==> config.mk <==
export PLATFORM = sky130hd
export DESIGN_NAME = mac_control_mgmt_stats
export DESIGN_NICKNAME = d
export VERILOG_FILES = /design/src/rtl/mac_ctrl_stats_pkg.sv /design/src/rtl/mac_control_mgmt_stats.sv
export SDC_FILE = /design/constraint.sdc
export NUM_CORES = 1
export LEC_CHECK = 0
export BUFFER_PORTS_ARGS = -buffer_cell sky130_fd_sc_hd__buf_2
export CORE_MARGIN = 2
export CORE_UTILIZATION = 45
export DETAILED_ROUTE_END_ITERATION = 16
export PLACE_DENSITY = 0.62
export SLEW_MARGIN = 10
export SYNTH_ARGS = -nofsm -noshare
export SYNTH_HDL_FRONTEND = slang
export SYNTH_SLANG_ARGS = --single-unit
==> constraint.sdc <==
create_clock -name core_clk_i -period 3.7 [get_ports core_clk_i]
set_clock_uncertainty 0.15 [all_clocks]
set_input_delay 0.185 -clock core_clk_i [delete_from_list [all_inputs] [get_ports core_clk_i]]
set_output_delay 0.185 -clock core_clk_i [all_outputs]
set_load 0.02 [all_outputs]
==> src/rtl/mac_ctrl_stats_pkg.sv <==
// Contract
// - Count every control frame transmit request
// - Count valid received control-type frames
// - Count received control frames with unsupported opcode
// - Read-write list: PAUSE and multipoint support
// - Store PAUSE delay allowance in bits
// - Count PAUSE transmit requests
// - Count valid received PAUSE frames
// - Disabled admin state hides multipoint functions; OAM link status still follows registration state
// - Admin state changed only by action
// - Read-only role: OLT or ONU
// - Read-only logical link number
// - Capture source of multicast multipoint frames
// - Report unregistered, registering, registered state
// - Signal OAM link OK or FAIL
// - Count multipoint transmit requests
// - Count valid received multipoint frames
// - Count GATE transmit requests
// - No clearing of event counters
package mac_ctrl_stats_pkg;
    localparam logic [7:0] OFS_CTRL_TX = 8'h00;
    localparam logic [7:0] OFS_CTRL_RX = 8'h04;
    localparam logic [7:0] OFS_UNK_RX = 8'h08;
    localparam logic [7:0] OFS_PAUSE_TX = 8'h0C;
    localparam logic [7:0] OFS_PAUSE_RX = 8'h10;
    localparam logic [7:0] OFS_MP_TX = 8'h14;
    localparam logic [7:0] OFS_MP_RX = 8'h18;
    localparam logic [7:0] OFS_GATE_TX = 8'h1C;
    localparam logic [7:0] OFS_FUNC_LIST = 8'h20;
    localparam logic [7:0] OFS_DELAY = 8'h24;
    localparam logic [7:0] OFS_MP_STATUS = 8'h28;
    localparam logic [7:0] OFS_ADMIN_ACT = 8'h2C;
    localparam logic [7:0] OFS_LINK_NUM = 8'h30;
    localparam logic [7:0] OFS_REMOTE_LO = 8'h34;
    localparam logic [7:0] OFS_REMOTE_HI = 8'h38;
    // Function list bits
    localparam int FUNC_PAUSE_BIT = 0;
    localparam int FUNC_MP_BIT = 1;
    localparam logic [1:0] FUNC_LIST_RST = 2'h3;
    // Status word fields
    localparam int ST_ADMIN_BIT = 0;
    localparam int ST_ROLE_BIT = 1;
    localparam int ST_REG_LSB = 2;
    localparam logic [31:0] DELAY_RST = 32'h0000_0000;
    localparam logic ADMIN_RST = 1'b0;
    // Frame field values
    localparam logic [15:0] CTRL_TYPE = 16'h8808;
    localparam logic [47:0] CTRL_MCAST = 48'h0180_C200_0001;
    localparam logic [15:0] OP_PAUSE = 16'h0001;
    localparam logic [15:0] OP_GATE = 16'h0002;
    localparam logic [15:0] OP_MP_LAST = 16'h0006;
    localparam logic [1:0] RESP_OKAY = 2'b00;
    localparam logic [1:0] RESP_SLVERR = 2'b10;
    typedef enum logic [1:0] {
        REG_UNREGISTERED = 2'b00,
        REG_REGISTERING = 2'b01,
        REG_REGISTERED = 2'b10
    } reg_state_t;
    typedef enum logic {
        ROLE_OLT = 1'b0,
        ROLE_ONU = 1'b1
    } mp_role_t;
endpackage : mac_ctrl_stats_pkg

==> src/rtl/mac_control_mgmt_stats.sv <==
module mac_control_mgmt_stats
    import mac_ctrl_stats_pkg::*;
#(
    parameter int CNT_W = 32,
    parameter int LINK_W = 16
) (
    // Clock and reset
    input wire logic core_clk_i,
    input wire logic arst_n_i,
    // Transmit requests from the control sublayer
    input wire logic tx_req_i,
    input wire logic [15:0] tx_opcode_i,
    // Received frames returned by the MAC
    input wire logic rx_frame_valid_i,
    input wire logic [47:0] rx_dest_addr_i,
    input wire logic [47:0] rx_src_addr_i,
    input wire logic [15:0] rx_len_type_i,
    input wire logic [15:0] rx_opcode_i,
    // Multipoint engine state
    input wire logic multipoint_role_i,
    input wire logic [LINK_W-1:0] logical_link_number_i,
    input wire logic [1:0] registration_state_i,
    // Settings to the control functions
    output logic multipoint_admin_state_o,
    output logic [31:0] pause_delay_allowance_bits_o,
    output logic [1:0] ctrl_function_list_o,
    // OAM link status
    output logic oam_link_status_request_o,
    output logic oam_link_status_ok_o,
    // AXI4-Lite write address
    input wire logic s_axi_awvalid,
    output logic s_axi_awready,
    input wire logic [7:0] s_axi_awaddr,
    // AXI4-Lite write data
    input wire logic s_axi_wvalid,
    output logic s_axi_wready,
    input wire logic [31:0] s_axi_wdata,
    input wire logic [3:0] s_axi_wstrb,
    // AXI4-Lite write response
    output logic s_axi_bvalid,
    input wire logic s_axi_bready,
    output logic [1:0] s_axi_bresp,
    // AXI4-Lite read address
    input wire logic s_axi_arvalid,
    output logic s_axi_arready,
    input wire logic [7:0] s_axi_araddr,
    // AXI4-Lite read data
    output logic s_axi_rvalid,
    input wire logic s_axi_rready,
    output logic [31:0] s_axi_rdata,
    output logic [1:0] s_axi_rresp
);

    function automatic logic [CNT_W-1:0] bump(
        input logic [CNT_W-1:0] cnt,
        input logic hit
    );
        // Plain binary wrap past the maximum
        bump = hit ? cnt + CNT_W'(1) : cnt;
    endfunction : bump

    function automatic logic [31:0] merge(
        input logic [31:0] old,
        input logic [31:0] data,
        input logic [3:0] strb
    );
        logic [31:0] res;
        res = old;
        for (int i = 0; i < 4; i++) begin
            if (strb[i]) begin
                res[i*8 +: 8] = data[i*8 +: 8];
            end
        end
        merge = res;
    endfunction : merge

    function automatic logic is_mp_op(input logic [15:0] op);
        is_mp_op = (op >= OP_GATE) && (op <= OP_MP_LAST);
    endfunction : is_mp_op

    // Counters, captured remote source address and previous registration state
    logic [CNT_W-1:0] ctrl_frames_tx_count_r;
    logic [CNT_W-1:0] ctrl_frames_rx_count_r;
    logic [CNT_W-1:0] unknown_opcode_rx_count_r;
    logic [CNT_W-1:0] pause_frames_tx_count_r;
    logic [CNT_W-1:0] pause_frames_rx_count_r;
    logic [CNT_W-1:0] multipoint_frames_tx_count_r;
    logic [CNT_W-1:0] multipoint_frames_rx_count_r;
    logic [CNT_W-1:0] gate_frames_tx_count_r;
    logic [47:0] last_remote_source_addr_r;
    logic [1:0] reg_state_prev_r;

    // Bus state
    logic aw_have_r;
    logic w_have_r;
    logic [7:0] aw_addr_r;
    logic [31:0] w_data_r;
    logic [3:0] w_strb_r;
    logic wr_go;
    logic wr_mapped;
    logic [31:0] rd_word;
    logic rd_mapped;

    // Frame event decode
    logic mp_on;
    logic rx_ctrl;
    logic rx_pause;
    logic rx_mp;
    logic rx_supported;
    logic tx_pause;
    logic tx_mp;
    logic tx_gate;

    assign mp_on = multipoint_admin_state_o;
    assign rx_ctrl = rx_frame_valid_i && (rx_len_type_i == CTRL_TYPE);
    assign rx_pause = rx_ctrl && (rx_opcode_i == OP_PAUSE);
    // With multipoint disabled its opcodes are treated as absent
    assign rx_mp = rx_ctrl && mp_on && is_mp_op(rx_opcode_i);
    assign rx_supported = (rx_pause && ctrl_function_list_o[FUNC_PAUSE_BIT])
        || (rx_mp && ctrl_function_list_o[FUNC_MP_BIT]);
    assign tx_pause = tx_req_i && (tx_opcode_i == OP_PAUSE);
    assign tx_mp = tx_req_i && mp_on && is_mp_op(tx_opcode_i);
    assign tx_gate = tx_req_i && mp_on && (tx_opcode_i == OP_GATE);

    // Counters are never reset by software, only advanced; all update in one edge
    always_ff @(posedge core_clk_i or negedge arst_n_i) begin
        if (!arst_n_i) begin
            ctrl_frames_tx_count_r <= '0;
            ctrl_frames_rx_count_r <= '0;
            unknown_opcode_rx_count_r <= '0;
            pause_frames_tx_count_r <= '0;
            pause_frames_rx_count_r <= '0;
            multipoint_frames_tx_count_r <= '0;
            multipoint_frames_rx_count_r <= '0;
            gate_frames_tx_count_r <= '0;
        end else begin
            ctrl_frames_tx_count_r <= bump(ctrl_frames_tx_count_r, tx_req_i);
            ctrl_frames_rx_count_r <= bump(ctrl_frames_rx_count_r, rx_ctrl);
            unknown_opcode_rx_count_r <= bump(unknown_opcode_rx_count_r,
                rx_ctrl && !rx_supported);
            pause_frames_tx_count_r <= bump(pause_frames_tx_count_r, tx_pause);
            pause_frames_rx_count_r <= bump(pause_frames_rx_count_r, rx_pause);
            multipoint_frames_tx_count_r <= bump(multipoint_frames_tx_count_r, tx_mp);
            multipoint_frames_rx_count_r <= bump(multipoint_frames_rx_count_r, rx_mp);
            gate_frames_tx_count_r <= bump(gate_frames_tx_count_r, tx_gate);
        end
    end

    // Source of the latest multicast multipoint frame
    always_ff @(posedge core_clk_i or negedge arst_n_i) begin
        if (!arst_n_i) begin
            last_remote_source_addr_r <= '0;
        end else if (rx_mp && (rx_dest_addr_i == CTRL_MCAST)) begin
            last_remote_source_addr_r <= rx_src_addr_i;
        end
    end

    // OAM link status follows registration transitions
    always_ff @(posedge core_clk_i or negedge arst_n_i) begin
        if (!arst_n_i) begin
            reg_state_prev_r <= REG_UNREGISTERED;
            oam_link_status_request_o <= 1'b0;
            oam_link_status_ok_o <= 1'b0;
        end else begin
            reg_state_prev_r <= registration_state_i;
            oam_link_status_request_o <= 1'b0;
            if (reg_state_prev_r == REG_REGISTERING && registration_state_i == REG_REGISTERED) begin
                oam_link_status_request_o <= 1'b1;
                oam_link_status_ok_o <= 1'b1;
            end else if (reg_state_prev_r == REG_REGISTERED
                && registration_state_i == REG_UNREGISTERED) begin
                oam_link_status_request_o <= 1'b1;
                oam_link_status_ok_o <= 1'b0;
            end
        end
    end

    // Write channel: address and data taken in either order
    always_ff @(posedge core_clk_i or negedge arst_n_i) begin
        if (!arst_n_i) begin
            aw_have_r <= 1'b0;
            aw_addr_r <= '0;
            s_axi_awready <= 1'b1;
        end else if (s_axi_awvalid && s_axi_awready) begin
            aw_have_r <= 1'b1;
            aw_addr_r <= s_axi_awaddr;
            s_axi_awready <= 1'b0;
        end else if (s_axi_bvalid && s_axi_bready) begin
            aw_have_r <= 1'b0;
            s_axi_awready <= 1'b1;
        end
    end

    always_ff @(posedge core_clk_i or negedge arst_n_i) begin
        if (!arst_n_i) begin
            w_have_r <= 1'b0;
            w_data_r <= '0;
            w_strb_r <= '0;
            s_axi_wready <= 1'b1;
        end else if (s_axi_wvalid && s_axi_wready) begin
            w_have_r <= 1'b1;
            w_data_r <= s_axi_wdata;
            w_strb_r <= s_axi_wstrb;
            s_axi_wready <= 1'b0;
        end else if (s_axi_bvalid && s_axi_bready) begin
            w_have_r <= 1'b0;
            s_axi_wready <= 1'b1;
        end
    end

    assign wr_go = aw_have_r && w_have_r && !s_axi_bvalid;

    always_comb begin
        unique case (aw_addr_r)
            OFS_CTRL_TX, OFS_CTRL_RX, OFS_UNK_RX, OFS_PAUSE_TX,
            OFS_PAUSE_RX, OFS_MP_TX, OFS_MP_RX, OFS_GATE_TX,
            OFS_FUNC_LIST, OFS_DELAY, OFS_MP_STATUS, OFS_ADMIN_ACT,
            OFS_LINK_NUM, OFS_REMOTE_LO, OFS_REMOTE_HI: wr_mapped = 1'b1;
            default: wr_mapped = 1'b0;
        endcase
    end

    always_ff @(posedge core_clk_i or negedge arst_n_i) begin
        if (!arst_n_i) begin
            s_axi_bvalid <= 1'b0;
            s_axi_bresp <= RESP_OKAY;
        end else if (wr_go) begin
            s_axi_bvalid <= 1'b1;
            s_axi_bresp <= wr_mapped ? RESP_OKAY : RESP_SLVERR;
        end else if (s_axi_bready) begin
            s_axi_bvalid <= 1'b0;
        end
    end

    // Writable settings
    always_ff @(posedge core_clk_i or negedge arst_n_i) begin
        if (!arst_n_i) begin
            ctrl_function_list_o <= FUNC_LIST_RST;
        end else if (wr_go && aw_addr_r == OFS_FUNC_LIST && w_strb_r[0]) begin
            ctrl_function_list_o <= w_data_r[1:0];
        end
    end

    always_ff @(posedge core_clk_i or negedge arst_n_i) begin
        if (!arst_n_i) begin
            pause_delay_allowance_bits_o <= DELAY_RST;
        end else if (wr_go && aw_addr_r == OFS_DELAY) begin
            pause_delay_allowance_bits_o <= merge(pause_delay_allowance_bits_o,
                w_data_r, w_strb_r);
        end
    end

    // Admin state moves only through the action word; status word is read-only
    always_ff @(posedge core_clk_i or negedge arst_n_i) begin
        if (!arst_n_i) begin
            multipoint_admin_state_o <= ADMIN_RST;
        end else if (wr_go && aw_addr_r == OFS_ADMIN_ACT && w_strb_r[0]) begin
            multipoint_admin_state_o <= w_data_r[0];
        end
    end

    // Read decode
    always_comb begin
        rd_word = '0;
        rd_mapped = 1'b1;
        unique case (s_axi_araddr)
            OFS_CTRL_TX: rd_word = 32'(ctrl_frames_tx_count_r);
            OFS_CTRL_RX: rd_word = 32'(ctrl_frames_rx_count_r);
            OFS_UNK_RX: rd_word = 32'(unknown_opcode_rx_count_r);
            OFS_PAUSE_TX: rd_word = 32'(pause_frames_tx_count_r);
            OFS_PAUSE_RX: rd_word = 32'(pause_frames_rx_count_r);
            OFS_MP_TX: rd_word = 32'(multipoint_frames_tx_count_r);
            OFS_MP_RX: rd_word = 32'(multipoint_frames_rx_count_r);
            OFS_GATE_TX: rd_word = 32'(gate_frames_tx_count_r);
            OFS_FUNC_LIST: rd_word[1:0] = ctrl_function_list_o;
            OFS_DELAY: rd_word = pause_delay_allowance_bits_o;
            OFS_MP_STATUS: begin
                rd_word[ST_ADMIN_BIT] = multipoint_admin_state_o;
                rd_word[ST_ROLE_BIT] = multipoint_role_i;
                rd_word[ST_REG_LSB +: 2] = registration_state_i;
            end
            OFS_ADMIN_ACT: rd_word = '0;
            OFS_LINK_NUM: rd_word[LINK_W-1:0] = logical_link_number_i;
            OFS_REMOTE_LO: rd_word = last_remote_source_addr_r[31:0];
            OFS_REMOTE_HI: rd_word[15:0] = last_remote_source_addr_r[47:32];
            default: rd_mapped = 1'b0;
        endcase
    end

    always_ff @(posedge core_clk_i or negedge arst_n_i) begin
        if (!arst_n_i) begin
            s_axi_arready <= 1'b1;
            s_axi_rvalid <= 1'b0;
            s_axi_rdata <= '0;
            s_axi_rresp <= RESP_OKAY;
        end else if (s_axi_arvalid && s_axi_arready) begin
            s_axi_arready <= 1'b0;
            s_axi_rvalid <= 1'b1;
            s_axi_rdata <= rd_word;
            s_axi_rresp <= rd_mapped ? RESP_OKAY : RESP_SLVERR;
        end else if (s_axi_rvalid && s_axi_rready) begin
            s_axi_arready <= 1'b1;
            s_axi_rvalid <= 1'b0;
        end
    end

endmodule : mac_control_mgmt_stats

# --- After elaboration in Yosys (flattened, before gate mapping) ---
# Memories as Yosys holds them, arrays and structs flattened.
# Index checks and enable logic that the tools add are counted.
# Widths: inputs -> output; s select.
word_totals:
  ff_bits: 430
  mem_bits_ro: 64
  input_bits: 224
  out_inout_bits: 78
  wordCells: 137
  memories: 1
classes:
  addsub: 8
  order_cmp: 4
  n_eq_ne: 25
  n_mux: 24
  reduce_logical: 44
mem_list:
  columns: ["name", "words", "width", "read_ports", "rd_clocked_by_memory_dff", "write_ports", "line", "rtl"]
  rows:
  - ["(no name shown)", 64, 1, 1, 0, 0, "mac_control_mgmt_stats.sv:214", "unique case (aw_addr_r)"]
ops:
  columns: ["op", "n"]
  rows:
  - ["$add 32x1->32 const B", 8]
  - ["$pmux 16 s10", 1]
  - ["$pmux 12 s12", 1]
  - ["$eq 8x6->1 const B", 10]
  - ["$eq 48x41->1 const B", 1]
  - ["$eq 16x1->1 const B", 2]
  - ["$eq 8x5->1 const B", 4]
  - ["$ge 16x2->1 const B", 2]
  - ["$le 16x3->1 const B", 2]
  - ["$logic_and 1x1->1", 28]
  - ["$pmux 2 s14", 1]
  - ["$pmux 2 s13", 1]
  - ["$mux 1", 18]
  - ["$eq 16x16->1 const B", 1]
  - ["$eq 16x2->1 const B", 1]
  - ["$eq 8x4->1 const B", 2]
  - ["$reduce_or 15->1", 1]
  - ["$reduce_bool 2->1", 5]
  - ["$eq 8x3->1 const B", 1]
  - ["$logic_not 8->1", 1]
  - ["$reduce_and 2->1", 4]
  - ["$eq 2x2->1 const B", 2]
  - ["$logic_not 2->1", 2]
  - ["$mux 2", 2]
  - ["other kinds (3)", 4]

# --- Longest topological paths before layout ---
# Gate-level depths: netlist (run 1).
depth:
  depth_word: 8
  depth_mapped: 8
  mapped_depth_nobuf: 6

# --- Least setup slack after synthesis (run 1) ---
# No wires, ideal clock.
synth_timing:
  path_type: "register to register"
  start: "register multipoint_admin_state_o"
  end: "register gate_frames_tx_count_r[26]"
  setup_time_ns: 0.079
  t_arrival_ns: 1.908
  required_ns: 3.471
  setup_slack_ns: 1.563
  stages_incl_launch_ff: 6
  n_path_buf: 0
  period_less_slack_ns: 2.137
  path_cell_list: "dfrtp_1 -> nor4bb_1 -> nand4_1 -> or4_1 -> nor2_1 -> xor2_1"
synth_via:
  elab_chain_len: 2
synth_rtl:
  columns: ["element", "line", "rtl"]
  rows:
  - ["from (decl)", "mac_control_mgmt_stats.sv:24", "output logic multipoint_admin_state_o,"]
  - ["from (signal assigned)", "mac_control_mgmt_stats.sv:258", "multipoint_admin_state_o <= w_data_r[0];"]
  - ["$logic_and 1x1->1 (2 in a row)", "mac_control_mgmt_stats.sv:123", "assign tx_gate = tx_req_i && mp_on && (tx_opcode_i == OP_GATE);"]
  - ["to (signal assigned)", "mac_control_mgmt_stats.sv:145", "gate_frames_tx_count_r <= bump(gate_frames_tx_count_r, tx_gate);"]
  - ["to (decl)", "mac_control_mgmt_stats.sv:89", "logic [CNT_W-1:0] gate_frames_tx_count_r;"]
# No other way between the ends.
# A chain may end at the register's enable or synchronous reset.

# --- Final worst setup path (run 1) ---
layout_timing:
  start: "input port tx_req_i"
  end: "register pause_frames_tx_count_r[0]"
layout_via:
  elab_chain_len: 1
layout_rtl:
  columns: ["element", "line", "rtl"]
  rows:
  - ["from (decl)", "mac_control_mgmt_stats.sv:11", "input wire logic tx_req_i,"]
  - ["$logic_and 1x1->1", "mac_control_mgmt_stats.sv:121", "assign tx_pause = tx_req_i && (tx_opcode_i == OP_PAUSE);"]
  - ["to (signal assigned)", "mac_control_mgmt_stats.sv:141", "pause_frames_tx_count_r <= bump(pause_frames_tx_count_r, tx_pause);"]
  - ["to (decl)", "mac_control_mgmt_stats.sv:85", "logic [CNT_W-1:0] pause_frames_tx_count_r;"]
# No other way between the ends.

==> results of run 1 <==
-- synth_stat cells (36+ instances only) --
cell	instances	area (sq um)
o21ai_0	52	260
nor4_1	39	244
clkbuf_1	58	218
nand4_1	81	507
nor3_1	71	355
nand2_1	171	642
nand3_1	118	591
and3_1	36	225
xnor2_1	125	1090
mux2_2	122	1370
xor2_1	123	1080
a22oi_1	72	541
dfrtp_1	423	10600
nor2_1	114	428
-- through the flow --
stage | worst slack (ps) | util
4_1_cts | 891 | 0.564
3_3_place_gp | 977 | 0.506
2_1_floorplan | 1560 | -
5_1_grt | 784 | 0.564
3_5_place_dp | 957 | 0.506
6_report | 835 | 0.564
-- path summary, 6_finish.rpt --
path	end	cells past startpoint
min in group core_clk_i	s_axi_rdata[3]$_DFFE_PN0P_	5
setup reg to reg	pause_frames_rx_count_r[22]$_DFFE_PN0N_	6
hold / removal	last_remote_source_addr_r[40]$_DFFE_PN0P_	2
setup / recovery	pause_frames_tx_count_r[0]$_DFFE_PN0P_	7
hold reg to reg	multipoint_frames_tx_count_r[31]$_DFFE_PN0P_	1
max in group asynchronous	w_data_r[12]$_DFFE_PN0P_	3
-- area by class of cell --
class | instances | area (sq um) | share of cell area
sequential | 428 | 10700 | 0.397
multi-input combinational | 1471 | 10700 | 0.396
timing repair buffer | 462 | 3080 | 0.114
clock buffer | 67 | 1360 | 0.0506
tap | 615 | 769 | 0.0285
clock inverter | 22 | 263 | 0.00974
inverter | 28 | 105 | 0.00390
antenna | 1 | 2.50 | 0.0000928
-- power groups by stage --
stage	registers, mW	logic, mW	clock network [mW]
final	5.51	1.59	4.99
after global routing	5.56	1.71	5.24
after CTS	5.50	1.58	5.03
after detailed placement	5.59	1.47	0
after global placement	5.56	1.44	0
after floorplan	5.61	0.699	0
-- routing by layer --
metal / vias up / track usage
met3: 208 / 0.0722
met4: 2 / 0.165
met2: 1020 / 0.501
li1: 8261 / -
met1: 9446 / 0.430
met5: - / 0
-- critical path, stage by stage --
cell	delay, ps
dlygate4sd3_1	520
buf_2	220
nor4b_4	610
nand4_2	350
nor3b_2	530
dlygate4sd3_1	680
xor2_1	150
-- cells by family (layout without fill, tap and decap cells) --
group,count (synthesis),after routing,synth area share
fa+ha+maj,8,8,0.00458
compound gates,271,271,0.0882
simple gates,760,760,0.192
mux,182,182,0.100
xor+xnor,248,248,0.0995
buf+inv,124,579,0.0243
other cells,1,3,0.000172
flops,428,428,0.491
==> metrics.md, run 1 <==
| Metric | Value |
|---|---|
| Most frequent cells in the layout | `dfrtp_1 (423), buf_2 (298), nand2_1 (171)` |
| CP endpoint kind | `register` |
| Clock buffer count from CTS | `48` |
| H-tree Lvls | `2` |
| IO Pins | `302` |
| Final Critical Period | `2870 ps` |
| Post-route ant nets | `0` |
| Met2 Routed Length | `36.4 mm` |
| Worst slew pin tran | `1110 ps` |
| Yosys reg bits | `428` |
| Total power | `12.1 mW` |
| Status | `complete, but fails checks` |
| Min-delay worst type | `primary input to async pin` |
| NetSw | `3.29 mW` |
| Die Ht | `224 microns` |
| Share of cells above drive strength 1 | `0.257` |
| Die W | `224 microns` |
| Worst EP arrival | `3240 ps` |
| Crit Reg-Reg Startpoint | `pause_frames_rx_count_r[0]$_DFFE_PN0N_` |
| Clk pwr share | `0.413` |
| Slew Limit Fails | `0` |
| Required @ worst endpoint | `4080 ps` |
| Total length of routed wires | `81.5 mm` |
| Seq/Total Area, Yosys | `0.491` |
| Fin Hold WS | `-14.6 ps` |
| Endpoints failing setup | `0` |
| Initial Util | `0.456` |
| Clk pin slew, worst setup/hold paths | `60 ps` |
| DP Wirelength | `61.0 mm` |
| FP Rows | `80` |
| Fmax | `0.349 GHz` |
| Part of the power in registers | `0.456` |
| Area grow syn2layout | `23.5%` |
| Synthesized cell area | `21,800 sq um` |
| Comb pwr share | `0.131` |
| Final cell count without fillers | `3,094` |
| Worst-Skew Late Latency | `610 ps` |
| Met1 wire length | `33.0 mm` |
| Clk buf depth | `3` |
| Vias | `18,900` |
| Root buf cell | `clkbuf_16` |
| Final hold vios | `2` |
| DP Area | `24,200 sq um` |
| Post-CTS Hold Buffers | `113` |
| Max VDD drop | `0.391 mV` |
| Drc violations | `0` |
| Cells after DPL | `2,891` |
| Max reg flops | `48` |
| CTS tree | `done` |
| Max-cap violations | `0` |
| CTS resizes | `0` |
| Ys Warns | `0` |
| Port buffer count | `299` |
| Antenna violations before repair | `4` |
| RSZ-0062 raised after global routing | `false` |
| Failing checks | `hold timing` |
| Synthesized instance count | `2,022` |
| Die area | `50,300 sq um` |
| Final instance area | `27,000 sq um` |
| First-pass GRT wire length | `120 mm` |
| TritonCTS Sinks | `428` |
| Post-synth ARST share | `1.00` |
| Core box area | `47,800 sq um` |
| R2R setup slack | `850 ps` |
| RD Place Congestion | `0.995` |
| Setup CP Type | `primary input to register` |
| Fillers | `4,146` |
| Highest layer used for signal routing | `met5` |
| Leakage | `12.5 nW` |
| Top_reg_cell synth | `dfrtp_1` |
| DRT iter0 DRCs | `1,952` |
| Final #Nets | `2,671` |
| CP startpoint | `tx_req_i` |
| Post-CTS setup buffer count | `0` |
| Pint | `8.80 mW` |
| Max-slew headroom | `0.256` |
| Met3 WL | `7.32 mm` |
| Pwr Density | `448 nW/um^2` |
| GRT Util Overall | `0.324` |
| Startpoint type of the worst setup path | `primary input` |
| CP max FO | `8` |
| Fin crit share | `0.774` |
| Avg WL per Cell | `26.3 microns` |
| Yosys cell types | `81` |
| Switching share of power | `0.272` |
| First-pass DRT Iterations | `5` |
| Number of synthesized flops with an enable pin | `0` |
| Most common cell after layout, fill and taps aside | `dfrtp_1` |
| Vias in the first global route | `18,700` |
| Sum Neg Setup Slack | `0 ps` |
| Largest net degree at the start of global routing | `115` |
| Vias per inst | `6.12` |
| Biggest register | `last_remote_source_addr_r` |
| Grt ovf | `0` |
| Mean area per synthesized cell | `10.8 sq um` |
Power figures use the tool's default switching activity.
==> inputs of run 2 (changes only) <==
--- a/config.mk
+++ b/config.mk
@@ -9,7 +9,7 @@
 export CORE_MARGIN = 2
 export CORE_UTILIZATION = 45
 export DETAILED_ROUTE_END_ITERATION = 16
-export PLACE_DENSITY = 0.62
+export PLACE_DENSITY = 0.64
 export SLEW_MARGIN = 10
 export SYNTH_ARGS = -nofsm -noshare
 export SYNTH_HDL_FRONTEND = slang
==> constraint.sdc (replaced) <==
create_clock -name core_clk_i -period 2.3 [get_ports core_clk_i]
set_clock_uncertainty 0.15 [all_clocks]
set_input_delay 0.115 -clock core_clk_i [delete_from_list [all_inputs] [get_ports core_clk_i]]
set_output_delay 0.115 -clock core_clk_i [all_outputs]
set_load 0.02 [all_outputs]
==> run 2 against run 1 <==
The flow now finishes without violations. Utilization up 3.6 points. Sequential power up 62%. Hold slack better by 44 ps.
==> metrics.md, run 2 (same netlist as run 1, synthesis figures left out) <==
| Metric | Value |
|---|---|
| DRT iter0 DRCs | `2,169 (+11%)` |
| Switching share of power | `0.277 (+0.00479)` |
| Min-delay worst type | `primary input to register` |
| Worst-Skew Late Latency | `610 ps (about the same)` |
| Slew Limit Fails | `0 (unchanged)` |
| CP endpoint kind | `register` |
| Die Ht | `224 microns (unchanged)` |
| Comb pwr share | `0.141 (+0.010)` |
| Total length of routed wires | `83.7 mm (+2.7%)` |
| Post-route ant nets | `0 (unchanged)` |
| NetSw | `5.48 mW (+67%)` |
| Largest net degree at the start of global routing | `86 (-25%)` |
| TritonCTS Sinks | `428 (unchanged)` |
| GRT Util Overall | `0.332 (+0.00837)` |
| Pint | `14.3 mW (+63%)` |
| Antenna violations before repair | `0 (-4)` |
| Max reg flops | `48 (unchanged)` |
| Most common cell after layout, fill and taps aside | `dfrtp_1` |
| IO Pins | `302 (unchanged)` |
| Drc violations | `0 (unchanged)` |
| Worst path buffer plus inverter count | `2 (-1)` |
| Die W | `224 microns (unchanged)` |
| Status | `completed` |
| Grt ovf | `0 (unchanged)` |
| Core box area | `47,800 sq um (unchanged)` |
| Setup CP Type | `register to register` |
| Fmax | `0.437 GHz` |
| RD Place Congestion | `1.02 (+2.4%)` |
| Leakage | `13.5 nW (+8.3%)` |
| H-tree Lvls | `2 (unchanged)` |
| First-pass DRT Iterations | `6 (+1)` |
| Port buffer count | `299 (unchanged)` |
| Most frequent cells in the layout | `dfrtp_1 (420), buf_2 (297), buf_4 (201)` |
| Vias per inst | `6.03 (-1.4%)` |
| Part of the power in registers | `0.451 (-0.005)` |
| R2R setup slack | `10 ps (-840 ps)` |
| Die area | `50,300 sq um (unchanged)` |
| Worst path max stage delay | `480 ps (-200 ps)` |
| DP Wirelength | `63.3 mm (+3.8%)` |
| Fillers | `3,942 (-4.9%)` |
| Initial Util | `0.456 (unchanged)` |
| Max-slew headroom | `0.461 (+0.206)` |
| Startpoint type of the worst setup path | `register` |
| Final Critical Period | `2290 ps` |
| Clk pin slew, worst setup/hold paths | `60 ps (about the same)` |
| CTS tree | `done` |
| Clk pwr share | `0.409 (-0.004)` |
| Post-Place Worst Slack | `-195 ps (-1150 ps)` |
| Vias in the first global route | `19,700 (+5.3%)` |
| RSZ-0062 raised after global routing | `true` |
| Root buf cell | `clkbuf_16` |
| Worst slew pin tran | `798 ps (-314 ps)` |
| Endpoints failing setup | `0 (unchanged)` |
| Share of cells above drive strength 1 | `0.312 (+0.0557)` |
| Area grow syn2layout | `31.4%` |
| CP max FO | `11 (+3)` |
| Biggest register | `last_remote_source_addr_r` |
| Clk buf depth | `3 (unchanged)` |
| Clock buffer count from CTS | `49 (+2.1%)` |
| Worst setup margin | `10.7 ps (-824 ps)` |
| First-pass GRT wire length | `124 mm (+2.9%)` |
| Slowest CP cell | `dfrtp_2` |
| Vias | `19,800 (+4.4%)` |
| Fin crit share | `0.995` |
| Avg WL per Cell | `25.5 microns (-3.0%)` |
| Required @ worst endpoint | `2670 ps (-1410 ps)` |
| Crit path cell chain | `o21a_1 > a32oi_1 > buf_4 > o2111ai_1 > buf_12 > nor4_2 > xor2_1` |
| Pwr Density | `689 nW/um^2 (+54%)` |
| Largest delay contributor family on the critical path | `compound AO/OA/AOI/OAI gates` |
| FP Rows | `80 (unchanged)` |
| Final #Nets | `2,852 (+6.8%)` |
| Final hold vios | `0 (-2)` |
| Max VDD drop | `0.654 mV (+67%)` |
| Final Util | `0.600 (+0.0363)` |
| Max-cap violations | `0 (unchanged)` |
| Worst EP arrival | `2660 ps (-580 ps)` |
run 2: path summary, 6_finish.rpt:
| check | start | endpoint | depth (start not counted) |
|---|---|---|---|
| max | multipoint_admin_state_o$_DFFE_PN0P_ | unknown_opcode_rx_count_r[26]$_DFFE_PN0P_ | 7 |
| min | logical_link_number_i[5] | s_axi_rdata[5]$_DFFE_PN0P_ | 5 |
| max reg2reg | multipoint_admin_state_o$_DFFE_PN0P_ | unknown_opcode_rx_count_r[26]$_DFFE_PN0P_ | 7 |
| max in group asynchronous | arst_n_i | s_axi_rdata[16]$_DFFE_PN0P_ | 3 |
| min reg2reg | multipoint_frames_tx_count_r[31]$_DFFE_PN0P_ | multipoint_frames_tx_count_r[31]$_DFFE_PN0P_ | 1 |
| min in group asynchronous | arst_n_i | s_axi_rdata[12]$_DFFE_PN0P_ | 3 |
run 2: layout make-up:
cell class,count,area (sq um),area share
diodes,1,2.50,0.0000872
flip-flops and latches,428,10700,0.373
well taps,615,769,0.0268
clock inverters,20,218,0.00759
multi-input cells,1471,10800,0.377
inverters,28,105,0.00366
clock buffers,71,1450,0.0505
repair buffers,642,4620,0.161
run 2: worst min-delay path: stages:
cell       delay [ps]
buf_2              90
nand3b_1           70
a21oi_1           230
a2111oi_0         110
o21ai_0           140
run 2: stage by stage:
step / power (mW) / cells / instance area [sq um] / hold slack [ps] / setup TNS (ps)
2_1_floorplan: 10.1 / 2023 / 21800 / -331 / 0
3_3_place_gp: 11.4 / 3057 / 25600 / -81.9 / -3020
3_5_place_dp: 11.5 / 3057 / 25600 / -89.2 / -2850
4_1_cts: 19.8 / 3271 / 28600 / 0.0934 / 0
5_1_grt: 20.4 / 3275 / 28700 / 47.2 / -505
6_report: 19.8 / 3276 / 28700 / 29.2 / 0
run 2: per-layer routing:
metal	GRT usage	routed length (microns)	vias up
li1	-	-	8630
met1	0.444	34000	9953
met2	0.532	38400	1001
met3	0.0499	6760	186
met4	0.163	4490	0
met5	0	0	-
run 2: power by group through the flow:
stage | combinational (mW) | clock, mW | sequential [mW]
2_1_floorplan | 1.12 | 0 | 9.02
3_3_place_gp | 2.48 | 0 | 8.95
3_5_place_dp | 2.53 | 0 | 8.96
4_1_cts | 2.74 | 8.19 | 8.86
5_1_grt | 2.98 | 8.48 | 8.97
6_report | 2.78 | 8.09 | 8.91
run 2: repair_timing:
item                                    in CTS  in global routing
resized for setup                            9                 21
endpoints found under the setup margin      44                 61
endpoints found under the hold margin      566                  0
pin swaps                                    0                  3
setup buffers                                0                  4
hold buffers                               123                  0
